--- src/prt_pkg.sv ---
// constants for the recovery counter and sequencer trigger register bank
package prt_pkg;

  // ----------------------------------------
  // register offsets
  // ----------------------------------------
  localparam logic [7:0] RECOV_STATUS_OFS = 8'h83;
  localparam logic [7:0] RECOV_CONTROL_OFS = 8'h84;
  localparam logic [7:0] SEQ_TRIGGERS_OFS = 8'h85;
  localparam logic [7:0] SLEEP_MIRROR_OFS = 8'h86;
  localparam logic [7:0] CONV_RESET_OFS = 8'h87;
  localparam logic [7:0] SPREAD_CTRL_OFS = 8'h88;

  // ----------------------------------------
  // field positions
  // ----------------------------------------
  localparam int RECOV_COUNT_LSB = 0;
  localparam int RECOV_COUNT_W = 4;
  localparam int RECOV_THRESH_LSB = 0;
  localparam int RECOV_THRESH_W = 4;
  localparam int RECOV_CLEAR_BIT = 4;
  localparam int TRIG_PULSE_LSB = 0;
  localparam int TRIG_PULSE_W = 4;
  localparam int TRIG_LEVEL_LSB = 4;
  localparam int TRIG_LEVEL_W = 4;
  localparam int SLEEP1_MIRROR_BIT = 0;
  localparam int SLEEP2_MIRROR_BIT = 1;
  localparam int CONV_RESET_LSB = 0;
  localparam int CONV_RESET_W = 4;

  // ----------------------------------------
  // reset values
  // ----------------------------------------
  localparam logic [3:0] RECOV_COUNT_RST = 4'h0;
  localparam logic [3:0] RECOV_THRESH_RST = 4'h0;
  localparam logic [3:0] TRIG_RST = 4'h0;
  localparam logic [1:0] SLEEP_MIRROR_RST = 2'h0;
  localparam logic [3:0] CONV_RESET_RST = 4'h0;
  localparam logic [7:0] SPREAD_CTRL_RST = 8'h00;
  localparam logic [7:0] READ_ZERO = 8'h00;

  // ----------------------------------------
  // recovery counter limit
  // ----------------------------------------
  localparam logic [3:0] RECOV_COUNT_MAX = 4'hF;

endpackage : prt_pkg

--- src/prt_regs.sv ---
// register bank: recovery counter, sequencer triggers, sleep mirrors, converter resets
`timescale 1ns/100ps
`default_nettype none

// Notes on behaviour
// a four-bit recovery count counts up once per warm reset and holds at 15
// recovery count is read-only; upper four status bits read zero
// writing one to control bit 4 clears the recovery count
// the recovery clear bit returns to zero by itself
// four-bit threshold is read-write, default loaded from nonvolatile memory
// count at or above nonzero threshold forces all rails down; zero disables
// writing one to trigger bits 3..0 pulses the sequencer, then bits self-clear
// trigger bits 7..4 are plain read-write levels into the sequencer, reset zero
// each self-clearing trigger pulse lasts exactly one clock cycle
// sleep mirror bit 1 copies the second sleep request, one means high
// sleep mirror bit 0 copies the first sleep request; bits 7..2 reserved
// converter reset bits 3..0 drive converter logic resets, default from memory
module prt_regs (
  // clock and reset
  input wire logic clock,
  input wire logic rst_n,
  // host register port
  input wire logic [7:0] regAddr,
  input wire logic regWrEn,
  input wire logic [7:0] regWrData,
  input wire logic regRdEn,
  output logic [7:0] regRdData,
  // nonvolatile defaults
  input wire logic nvmLoad,
  input wire logic [3:0] nvmThreshold,
  input wire logic [3:0] nvmConvReset,
  // device events
  input wire logic warmResetEvent,
  // sequencer and power outputs
  output logic [3:0] seqTrigPulse,
  output logic [3:0] seqTrigLevel,
  output logic firstSleepMirror,
  output logic secondSleepMirror,
  output logic [3:0] convLogicReset,
  output logic powerDownAll,
  output logic [7:0] spreadCtrl
);

  // ----------------------------------------
  // write decode
  // ----------------------------------------
  logic wrControl;
  logic wrTrig;
  logic wrSleep;
  logic wrConv;
  logic wrSpread;

  always_comb begin
    wrControl = 1'b0;
    wrTrig = 1'b0;
    wrSleep = 1'b0;
    wrConv = 1'b0;
    wrSpread = 1'b0;
    if (!regWrEn) begin
      wrControl = 1'b0;
    end else if (regAddr == prt_pkg::RECOV_STATUS_OFS) begin
      // the count is read-only, so a write to it is dropped here
      wrControl = 1'b0;
    end else if (regAddr == prt_pkg::RECOV_CONTROL_OFS) begin
      wrControl = 1'b1;
    end else if (regAddr == prt_pkg::SEQ_TRIGGERS_OFS) begin
      wrTrig = 1'b1;
    end else if (regAddr == prt_pkg::SLEEP_MIRROR_OFS) begin
      wrSleep = 1'b1;
    end else if (regAddr == prt_pkg::CONV_RESET_OFS) begin
      wrConv = 1'b1;
    end else if (regAddr == prt_pkg::SPREAD_CTRL_OFS) begin
      wrSpread = 1'b1;
    end
  end

  // ----------------------------------------
  // write data fields
  // ----------------------------------------
  logic clearWrite;
  logic [3:0] threshWrite;
  logic [3:0] pulseWrite;
  logic [3:0] levelWrite;
  logic [1:0] sleepWrite;
  logic [3:0] convWrite;

  assign clearWrite = regWrData[prt_pkg::RECOV_CLEAR_BIT];
  assign threshWrite = regWrData[prt_pkg::RECOV_THRESH_LSB +: prt_pkg::RECOV_THRESH_W];
  assign pulseWrite = regWrData[prt_pkg::TRIG_PULSE_LSB +: prt_pkg::TRIG_PULSE_W];
  assign levelWrite = regWrData[prt_pkg::TRIG_LEVEL_LSB +: prt_pkg::TRIG_LEVEL_W];
  assign sleepWrite[0] = regWrData[prt_pkg::SLEEP1_MIRROR_BIT];
  assign sleepWrite[1] = regWrData[prt_pkg::SLEEP2_MIRROR_BIT];
  assign convWrite = regWrData[prt_pkg::CONV_RESET_LSB +: prt_pkg::CONV_RESET_W];

  // ----------------------------------------
  // recovery counter and threshold
  // ----------------------------------------
  logic [3:0] recovCount_r;
  logic [3:0] recovCount_nxt;
  logic recovClear_r;
  logic recovClear_nxt;
  logic [3:0] recovThresh_r;
  logic [3:0] recovThresh_nxt;
  logic powerDown_r;
  logic powerDown_nxt;
  logic countAtMax;
  logic thresholdArmed;
  logic thresholdMet;

  // a zero threshold switches the forced power-down off altogether
  assign countAtMax = (recovCount_r == prt_pkg::RECOV_COUNT_MAX);
  assign thresholdArmed = (recovThresh_r != 4'h0);
  assign thresholdMet = (recovCount_r >= recovThresh_r);

  always_comb begin
    recovCount_nxt = recovCount_r;
    // the pending clear acts one cycle after the write, then drops
    if (recovClear_r) begin
      recovCount_nxt = prt_pkg::RECOV_COUNT_RST;
    end
    // a warm reset in the clear cycle still counts: set wins over clear;
    // saturate rather than wrap so a long fault history never looks clean
    if (warmResetEvent) begin
      if (recovClear_r) begin
        recovCount_nxt = 4'h1;
      end else if (!countAtMax) begin
        recovCount_nxt = recovCount_r + 4'h1;
      end
    end
    recovClear_nxt = 1'b0;
    if (wrControl) begin
      recovClear_nxt = clearWrite;
    end
    recovThresh_nxt = recovThresh_r;
    if (wrControl) begin
      recovThresh_nxt = threshWrite;
    end else if (nvmLoad) begin
      recovThresh_nxt = nvmThreshold;
    end
    powerDown_nxt = thresholdArmed && thresholdMet;
  end

  always_ff @(posedge clock or negedge rst_n) begin
    if (!rst_n) begin
      recovCount_r <= prt_pkg::RECOV_COUNT_RST;
      recovClear_r <= 1'b0;
      recovThresh_r <= prt_pkg::RECOV_THRESH_RST;
      powerDown_r <= 1'b0;
    end else begin
      recovCount_r <= recovCount_nxt;
      recovClear_r <= recovClear_nxt;
      recovThresh_r <= recovThresh_nxt;
      powerDown_r <= powerDown_nxt;
    end
  end

  assign powerDownAll = powerDown_r;

  // ----------------------------------------
  // sequencer triggers
  // ----------------------------------------
  logic [3:0] trigPulse_r;
  logic [3:0] trigPulse_nxt;
  logic [3:0] trigLevel_r;
  logic [3:0] trigLevel_nxt;

  always_comb begin
    trigPulse_nxt = prt_pkg::TRIG_RST;
    trigLevel_nxt = trigLevel_r;
    if (wrTrig) begin
      trigPulse_nxt = pulseWrite;
      trigLevel_nxt = levelWrite;
    end
  end

  always_ff @(posedge clock or negedge rst_n) begin
    if (!rst_n) begin
      trigPulse_r <= prt_pkg::TRIG_RST;
      trigLevel_r <= prt_pkg::TRIG_RST;
    end else begin
      trigPulse_r <= trigPulse_nxt;
      trigLevel_r <= trigLevel_nxt;
    end
  end

  // pulse bits are the stored bits themselves, so they read back as one
  // only during the single pulse cycle
  assign seqTrigPulse = trigPulse_r;
  assign seqTrigLevel = trigLevel_r;

  // ----------------------------------------
  // sleep mirrors, converter resets, spread spectrum
  // ----------------------------------------
  logic [1:0] sleepMirror_r;
  logic [1:0] sleepMirror_nxt;
  logic [3:0] convReset_r;
  logic [3:0] convReset_nxt;
  logic [7:0] spread_r;
  logic [7:0] spread_nxt;

  always_comb begin
    sleepMirror_nxt = sleepMirror_r;
    convReset_nxt = convReset_r;
    spread_nxt = spread_r;
    if (wrSleep) begin
      sleepMirror_nxt[0] = sleepWrite[0];
      sleepMirror_nxt[1] = sleepWrite[1];
    end
    if (wrConv) begin
      convReset_nxt = convWrite;
    end else if (nvmLoad) begin
      convReset_nxt = nvmConvReset;
    end
    if (wrSpread) begin
      spread_nxt = regWrData;
    end
  end

  always_ff @(posedge clock or negedge rst_n) begin
    if (!rst_n) begin
      sleepMirror_r <= prt_pkg::SLEEP_MIRROR_RST;
      convReset_r <= prt_pkg::CONV_RESET_RST;
      spread_r <= prt_pkg::SPREAD_CTRL_RST;
    end else begin
      sleepMirror_r <= sleepMirror_nxt;
      convReset_r <= convReset_nxt;
      spread_r <= spread_nxt;
    end
  end

  assign firstSleepMirror = sleepMirror_r[0];
  assign secondSleepMirror = sleepMirror_r[1];
  assign convLogicReset = convReset_r;
  assign spreadCtrl = spread_r;

  // ----------------------------------------
  // readback words
  // ----------------------------------------
  // reserved bits are not stored, so every word starts from zero
  logic [7:0] statusWord;
  logic [7:0] controlWord;
  logic [7:0] trigWord;
  logic [7:0] sleepWord;
  logic [7:0] convWord;

  always_comb begin
    statusWord = prt_pkg::READ_ZERO;
    statusWord[prt_pkg::RECOV_COUNT_LSB +: prt_pkg::RECOV_COUNT_W] = recovCount_r;
    controlWord = prt_pkg::READ_ZERO;
    controlWord[prt_pkg::RECOV_THRESH_LSB +: prt_pkg::RECOV_THRESH_W] = recovThresh_r;
    // the clear bit reads one only in the cycle in which the clear is applied
    controlWord[prt_pkg::RECOV_CLEAR_BIT] = recovClear_r;
    trigWord = prt_pkg::READ_ZERO;
    trigWord[prt_pkg::TRIG_PULSE_LSB +: prt_pkg::TRIG_PULSE_W] = trigPulse_r;
    trigWord[prt_pkg::TRIG_LEVEL_LSB +: prt_pkg::TRIG_LEVEL_W] = trigLevel_r;
    sleepWord = prt_pkg::READ_ZERO;
    sleepWord[prt_pkg::SLEEP1_MIRROR_BIT] = sleepMirror_r[0];
    sleepWord[prt_pkg::SLEEP2_MIRROR_BIT] = sleepMirror_r[1];
    convWord = prt_pkg::READ_ZERO;
    convWord[prt_pkg::CONV_RESET_LSB +: prt_pkg::CONV_RESET_W] = convReset_r;
  end

  // ----------------------------------------
  // read path
  // ----------------------------------------
  logic [7:0] rdMux;
  logic [7:0] rdData_r;
  logic [7:0] rdData_nxt;

  always_comb begin
    rdMux = prt_pkg::READ_ZERO;
    if (regAddr == prt_pkg::RECOV_STATUS_OFS) begin
      rdMux = statusWord;
    end else if (regAddr == prt_pkg::RECOV_CONTROL_OFS) begin
      rdMux = controlWord;
    end else if (regAddr == prt_pkg::SEQ_TRIGGERS_OFS) begin
      rdMux = trigWord;
    end else if (regAddr == prt_pkg::SLEEP_MIRROR_OFS) begin
      rdMux = sleepWord;
    end else if (regAddr == prt_pkg::CONV_RESET_OFS) begin
      rdMux = convWord;
    end else if (regAddr == prt_pkg::SPREAD_CTRL_OFS) begin
      rdMux = spread_r;
    end
    rdData_nxt = rdData_r;
    if (regRdEn) begin
      rdData_nxt = rdMux;
    end
  end

  always_ff @(posedge clock or negedge rst_n) begin
    if (!rst_n) begin
      rdData_r <= prt_pkg::READ_ZERO;
    end else begin
      rdData_r <= rdData_nxt;
    end
  end

  assign regRdData = rdData_r;

endmodule : prt_regs

`default_nettype wire

--- config.mk ---
export PLATFORM = sky130hd
export DESIGN_NAME = prt_regs
export DESIGN_NICKNAME = d
export VERILOG_FILES = /design/src/prt_pkg.sv /design/src/prt_regs.sv
export SDC_FILE = /design/constraint.sdc
export NUM_CORES = 1
export LEC_CHECK = 0
export BUFFER_PORTS_ARGS = -buffer_cell sky130_fd_sc_hd__buf_2
export CORE_MARGIN = 10
export CORE_UTILIZATION = 51
export DETAILED_ROUTE_END_ITERATION = 16
export GPL_ROUTABILITY_DRIVEN = 0
export GPL_TIMING_DRIVEN = 0
export PLACE_DENSITY = 0.89
export RECOVER_POWER = 25
export SYNTH_ARGS = -nofsm -noshare
export SYNTH_HDL_FRONTEND = slang
export SYNTH_SLANG_ARGS = --single-unit
--- constraint.sdc ---
create_clock -name clock -period 1.7 [get_ports clock]
set_clock_uncertainty 0.05 [all_clocks]
set_input_delay 0 -clock clock [delete_from_list [all_inputs] [get_ports clock]]
set_output_delay 0 -clock clock [all_outputs]
set_load 0.005 [all_outputs]
==> results of run 1 <==
## per-stage QoR
| step | power (mW) | cell area [um2] | hold slack (ns) | TNS, ns |
|---|---|---|---|---|
| 2_1_floorplan | 1.44 | 2100 | -0.346 | 0 |
| 3_3_place_gp | 1.62 | 2460 | 0.112 | -2.28 |
| 3_5_place_dp | 1.65 | 2460 | 0.123 | -4.02 |
| 4_1_cts | 2.32 | 2730 | 0.00257 | 0 |
| 5_1_grt | 2.46 | 2710 | 0.0342 | 0 |
| 6_report | 2.30 | 2710 | 0.0182 | 0 |
## registers in the layout, summed over array words and instances (netlist names)
name            count
regRdData           8
recovThresh_r       4
sleepMirror_r       2
spreadCtrl          8
powerDownAll        1
seqTrigLevel        4
convLogicReset      4
seqTrigPulse        4
recovCount_r        4
recovClear_r        1
## worst register-to-register path: stages (launching register included)
cell	delay, ns
dfrtp_2	0.40
inv_1	0.07
ha_1	0.28
nand2b_1	0.14
a21o_1	0.17
a211oi_1	0.22
nor3_1	0.08
## what timing repair did
item,4_1_cts,5_1_grt
setup endpoints to repair,4,14
hold endpoints to repair,69,0
hold buffers,17,0
resized for setup,1,3
## cell families (layout without fill, tap and decap cells)
group           count (synthesis)  after routing  share of synthesized area, %
simple gates                   61             61                          17.4
fa+ha+maj                       5              5                          2.97
compound gates                 44             44                          14.2
flops                          40             40                          47.6
mux                            25             25                          12.8
buf+inv                        21            105                          5.05
## cells in the mapped netlist (all sizes together) (3+ instances only)
cell | n | area (um2)
mux2 | 15 | 169
a21oi | 15 | 90.1
buf | 5 | 46.3
nand2b | 5 | 31.3
a22oi | 3 | 22.5
inv | 13 | 48.8
nand2 | 13 | 51.3
and2 | 5 | 31.3
o22ai | 4 | 25.0
nor2 | 11 | 51.3
o31ai | 3 | 22.5
nor3 | 4 | 20.0
nand3 | 4 | 20.0
nor2b | 3 | 18.8
dfrtp | 40 | 1000
o21ai | 7 | 35.0
ha | 5 | 62.6
mux2i | 10 | 100
clkbuf | 3 | 11.3
nor4 | 6 | 52.6
## final cells by class
| type | count | area (um2) |
|---|---|---|
| plain buffers | 8 | 57.6 |
| clock buffers | 8 | 90.1 |
| fillers | 321 | 1290 |
| inverters | 13 | 48.8 |
| multi-input cells | 135 | 1010 |
| flip-flops and latches | 40 | 1000 |
| well taps | 50 | 62.6 |
| repair buffers | 76 | 438 |
## worst paths after layout
kind                            startpoint           endpoint  slack [ns]  cells past startpoint
max in group asynchronous            rst_n    recovCount_r[0]        0.66                      2
max reg2reg                recovCount_r[0]       powerDownAll        0.17                      6
max                        recovCount_r[0]       powerDownAll        0.17                      6
min in group asynchronous            rst_n       regRdData[4]        0.32                      2
min                        nvmConvReset[0]  convLogicReset[0]        0.02                      3
min reg2reg                   regRdData[4]       regRdData[4]        0.48                      2
## cells in the final DEF (no fill, tap or decap), types with 5 or more instances in the layout
cell type / netlist / final
dfrtp_1: 40 / 39
buf_2: 1 / 38
clkbuf_1: 3 / 27
dlygate4sd3_1: 0 / 17
mux2_2: 15 / 15
inv_1: 13 / 13
nand2_1: 12 / 12
a21oi_1: 11 / 11
mux2i_1: 10 / 10
o21ai_0: 7 / 7
nor2_1: 7 / 6
clkbuf_8: 0 / 6
nand2b_1: 5 / 5
nor2_2: 4 / 5
and2_1: 5 / 5
nor4_1: 5 / 5
ha_1: 5 / 5
## power by group through the flow
stage / sequential, mW / combinational [mW] / clock, mW
finish: 1.16 / 0.504 / 0.640
global route: 1.18 / 0.582 / 0.701
CTS: 1.15 / 0.511 / 0.653
detailed placement: 1.17 / 0.476 / 0
global placement: 1.16 / 0.451 / 0
floorplan: 1.14 / 0.298 / 0
## routing by layer
metal / global-route usage (%) / wire length [um] / up-vias
met1: 19.5 / 2450 / 934
met4: 7.00 / 137 / 0
li1: - / - / 878
met3: 3.19 / 398 / 12
met5: 0 / 0 / -
met2: 29.5 / 3050 / 82
==> flow_metrics.tcl, run 1 <==
set metrics [dict create \
    fp.dieW_um 84.2 \
    grt_pass1_wl_um 10000 \
    dp_slack_ns -0.417 \
    postSynth.topFlopCell "dfrtp_1" \
    report.final.slew_viol_count 0 \
    switchingPower_mw 0.675 \
    crit_required_ns 1.81 \
    slowest_delay_ns 0.40 \
    post_cts_buffers 0 \
    area_growth_pct 28.8 \
    hold_viol_final 0 \
    rsz0062_at_grt "false" \
    yosys_warnings 0 \
    p_clk_share_pct 27.8 \
    firstDrtPassIters 4 \
    worst_slew_pin_slew_ns 0.897 \
    crit_chain "inv_1 > ha_1 > nand2b_1 > a21o_1 > a211oi_1 > nor3_1" \
    status "complete, no violations" \
    postRouteAntennaNets 0 \
    crit_fanout 5 \
    core_area_um2 4000 \
    slew_headroom_pct 40.2 \
    p_seq_share_pct 50.3 \
    cts_inserted_buffers 5 \
    numPlacedInstances 305 \
    drv_cap 0 \
    final_nets 314 \
    min_path_type "in2reg" \
    initial_core_util_pct 52.6 \
    chipHeight_um 84.2 \
    p_int_mw 1.62 \
    antenna_found_initial 0 \
    ys_types 42 \
    synth-edff-count 0 \
    power_per_cell_area_nw_per_um2 848 \
    swShare_pct 29.4 \
    cts_tree "yes" \
    clkLatencyLatePin_ns 0.28 \
    postSynth.asyncResetShare_pct 100 \
    crit_buf_inv 1 \
    port_buffers 59 \
    fin_crit_sh_pct 90.0 \
    rows 23 \
    die_area_um2 7100 \
    synth_nets 231 \
    grt_usage_pct 16.8 \
    synth-seq-cells 40 \
    drcViolationCount 0 \
    ir_drop_v 0.000531 \
    cts_htree_levels 2 \
    overflow 0 \
    syn-instance-count 196 \
    critPathLaunchType "flip-flop" \
    clk_pin_slew_worst_paths_ns 0.07 \
    grt_pass1_vias 1987 \
    cts_root_buf "clkbuf_8" \
    io_pins 61 \
    critical_path_class "reg2reg" \
    cts_max_path_buffers 2 \
    fin_ws_ns 0.170 \
    drtIter0Drc 164 \
    p_leak_nw 1.25 \
    postLayoutCoreUtil_pct 67.8 \
    max_freq_ghz 0.654 \
    routedWlPerCell_um 18.3 \
    diodes 0 \
    critical-path-slowest-cell "dfrtp_2" \
    wl_um 6040 \
    dr_total_vias 1906 \
    yosysSeqAreaShare_pct 47.6 \
    clock_sinks 40 \
    final_cell_count_no_fill 330 \
    layout-drive-gt1-share_pct 28.6 \
    vias_per_cell 5.78 \
    mappedNetlistArea_um2 2100 \
    cp.arrival_ns 1.64 \
    p_comb_share_pct 21.9 \
    period_minus_slack_ns 1.53 \
    place.detailed.hpwl_um 4310 \
    grt_max_degree 41 \
    crit_family "flip-flops" \
    avgSynthCellArea_um2 10.7 \
    finalSetupViolCount 0 \
    cp-end-kind "flip-flop" \
]
No activity file was read; power rests on OpenSTA's default activity.
==> inputs of run 2 (changes only) <==
CORE_ASPECT_RATIO = 0.8   (was not set)
==> run 2 against run 1 <==
Compared with the run above:
- worst hold slack worse by 0.0053 ns
- sequential power about the same
- count of clock-buffer cells in the layout down 3
- setup slack worse by 0.025 ns
- critical endpoint unchanged
- sequential share of layout area down 0.097 points
- first-iteration DRC count up 2.4%
- die area up 0.23%
- largest power group unchanged
- total power down 0.88%
- maximum frequency down 1.6%
- combinational power up 3%
- clock power down 4.2%
- final cell count up 1.5%
==> flow_metrics.tcl, run 2 (synthesized netlist as in run 1, its figures left out) <==
set metrics [dict create \
    chipHeight_um 77.5 \
    r2r_cells 6 \
    reg2reg_to "powerDownAll" \
    post_dp_cell_area_um2 2470 \
    area_growth_pct 29.0 \
    reg2reg_from "recovCount_r[0]" \
    cts_max_path_buffers 2 \
    cp-end-kind "flip-flop" \
    fin_ws_ns 0.145 \
    vias_per_cell 5.58 \
    stdcell_area_um2 2720 \
    grt_pass1_vias 1906 \
    die_area_um2 7110 \
    worst_slew_pin_slew_ns 0.873 \
    endpoint "powerDownAll" \
    max_freq_ghz 0.643 \
    clk_pin_slew_worst_paths_ns 0.08 \
    critPathLaunchType "flip-flop" \
    cts_htree_levels 2 \
    antenna_found_initial 0 \
    initial_core_util_pct 54.3 \
    clkLatencyLatePin_ns 0.30 \
    routed.top_layer "met4" \
    power_mw 2.28 \
    cts_tree "yes" \
    grt_pass1_wl_um 9480 \
    layout-drive-gt1-share_pct 28.2 \
    postLayoutCoreUtil_pct 70.0 \
    slew_headroom_pct 41.8 \
    postRouteAntennaNets 0 \
    clock_sinks 40 \
    cts_root_buf "clkbuf_8" \
    report.final.slew_viol_count 0 \
    routedWlPerCell_um 17.2 \
    drcViolationCount 0 \
    status "complete, no violations" \
    core_area_um2 3880 \
    met3_wirelength_um 593 \
    overflow 0 \
    period_minus_slack_ns 1.55 \
    crit_path_start "recovCount_r[0]" \
    cts_inserted_buffers 5 \
    min_path_type "in2reg" \
    wl_met2_um 2520 \
    drtIter0Drc 168 \
    finalSetupViolCount 0 \
    rows 20 \
    numPlacedInstances 310 \
    wl_met1_um 2540 \
    firstDrtPassIters 4 \
    final_nets 315 \
    ir_drop_v 0.000602 \
    crit_required_ns 1.83 \
    fp.dieW_um 91.8 \
    fin_crit_sh_pct 91.5 \
    grt_usage_pct 16.1 \
    rrSetupSlack_ns 0.15 \
    drv_cap 0 \
    rsz0062_at_grt "false" \
    final_cell_count_no_fill 335 \
    place.detailed.hpwl_um 4160 \
    port_buffers 59 \
    wl_um 5760 \
    critical_path_class "reg2reg" \
    grt_max_degree 41 \
    dr_total_vias 1870 \
    hold_viol_final 0 \
    diodes 0 \
    crit_fanout 5 \
    io_pins 61 \
    final_common_cell "dfrtp_1" \
    final_cell_mix "40 x dfrtp_1, 37 x buf_2, 26 x clkbuf_1" \
    post_cts_buffers 0 \
    power_per_cell_area_nw_per_um2 840 \
    p_leak_nw 1.24 \
    dp_slack_ns -0.445 \
    cp.arrival_ns 1.69 \
]
[run 2: cell count changes in the layout (fill, tap and decap cells not counted)]
cell	before	now
clkbuf_1	27	26
dlygate4sd3_1	17	18
nor4b_2	2	1
clkinv_2	0	1
dfrtp_2	1	0
clkbuf_8	6	5
clkinvlp_4	0	1
a211oi_2	0	1
nor4b_1	0	1
dfrtp_1	39	40
a211oi_1	2	1
buf_2	38	37
[run 2: cell type report]
type | instances | area, um2
repair buffers | 77 | 447
plain buffers | 8 | 57.6
multi-input cells | 135 | 1010
flip-flops and latches | 40 | 1000
clock inverters | 2 | 12.5
inverters | 13 | 48.8
fillers | 288 | 1160
well taps | 55 | 68.8
clock buffers | 5 | 68.8
[run 2: how the worst min path moves through the flow]
stage                     from           endpoint  depth (start not counted)
floorplan                rst_n  convLogicReset[0]                          0
finish              regAddr[6]       regRdData[4]                          4
detailed placement       rst_n       powerDownAll                          1
global placement         rst_n       powerDownAll                          1
global route           regRdEn       regRdData[3]                          3
CTS                 regAddr[6]       regRdData[4]                          4
[run 2: per-stage QoR]
| stage | hold slack, ns | setup TNS, ns |
|---|---|---|
| floorplan | -0.346 | 0 |
| global placement | 0.108 | -3.86 |
| detailed placement | 0.116 | -4.33 |
| CTS | 0.00409 | 0 |
| global route | 0.0397 | 0 |
| finish | 0.0129 | 0 |
[run 2: critical path, stage by stage (launching register included)]
cell and delay [ns]:
dfrtp_1 0.42, inv_1 0.08, ha_1 0.28, nand2b_1 0.14, a21o_1 0.19, a211oi_2 0.20
nor3_1 0.07
[run 2: what timing repair did]
action / 4_1_cts / 5_1_grt
endpoints found under the setup margin: 4 / 5
hold endpoints to repair: 69 / 0
resized for setup: 1 / 2
hold buffers: 18 / 0
[run 2: routing by layer]
metal / vias to the layer above / GRT usage (%)
li1: 880 / -
met1: 889 / 21.1
met2: 91 / 22.8
met3: 10 / 6.63
met4: 0 / 6.77
met5: - / 0
[run 2: where the power goes]
| group | switching (mW) | leakage [nW] | internal [mW] | total, mW |
|---|---|---|---|---|
| Sequential | 0.100 | 0.524 | 1.05 | 1.15 |
| Clock | 0.335 | 0.0400 | 0.278 | 0.613 |
| Combinational | 0.268 | 0.677 | 0.252 | 0.521 |
| Total | 0.703 | 1.24 | 1.58 | 2.28 |
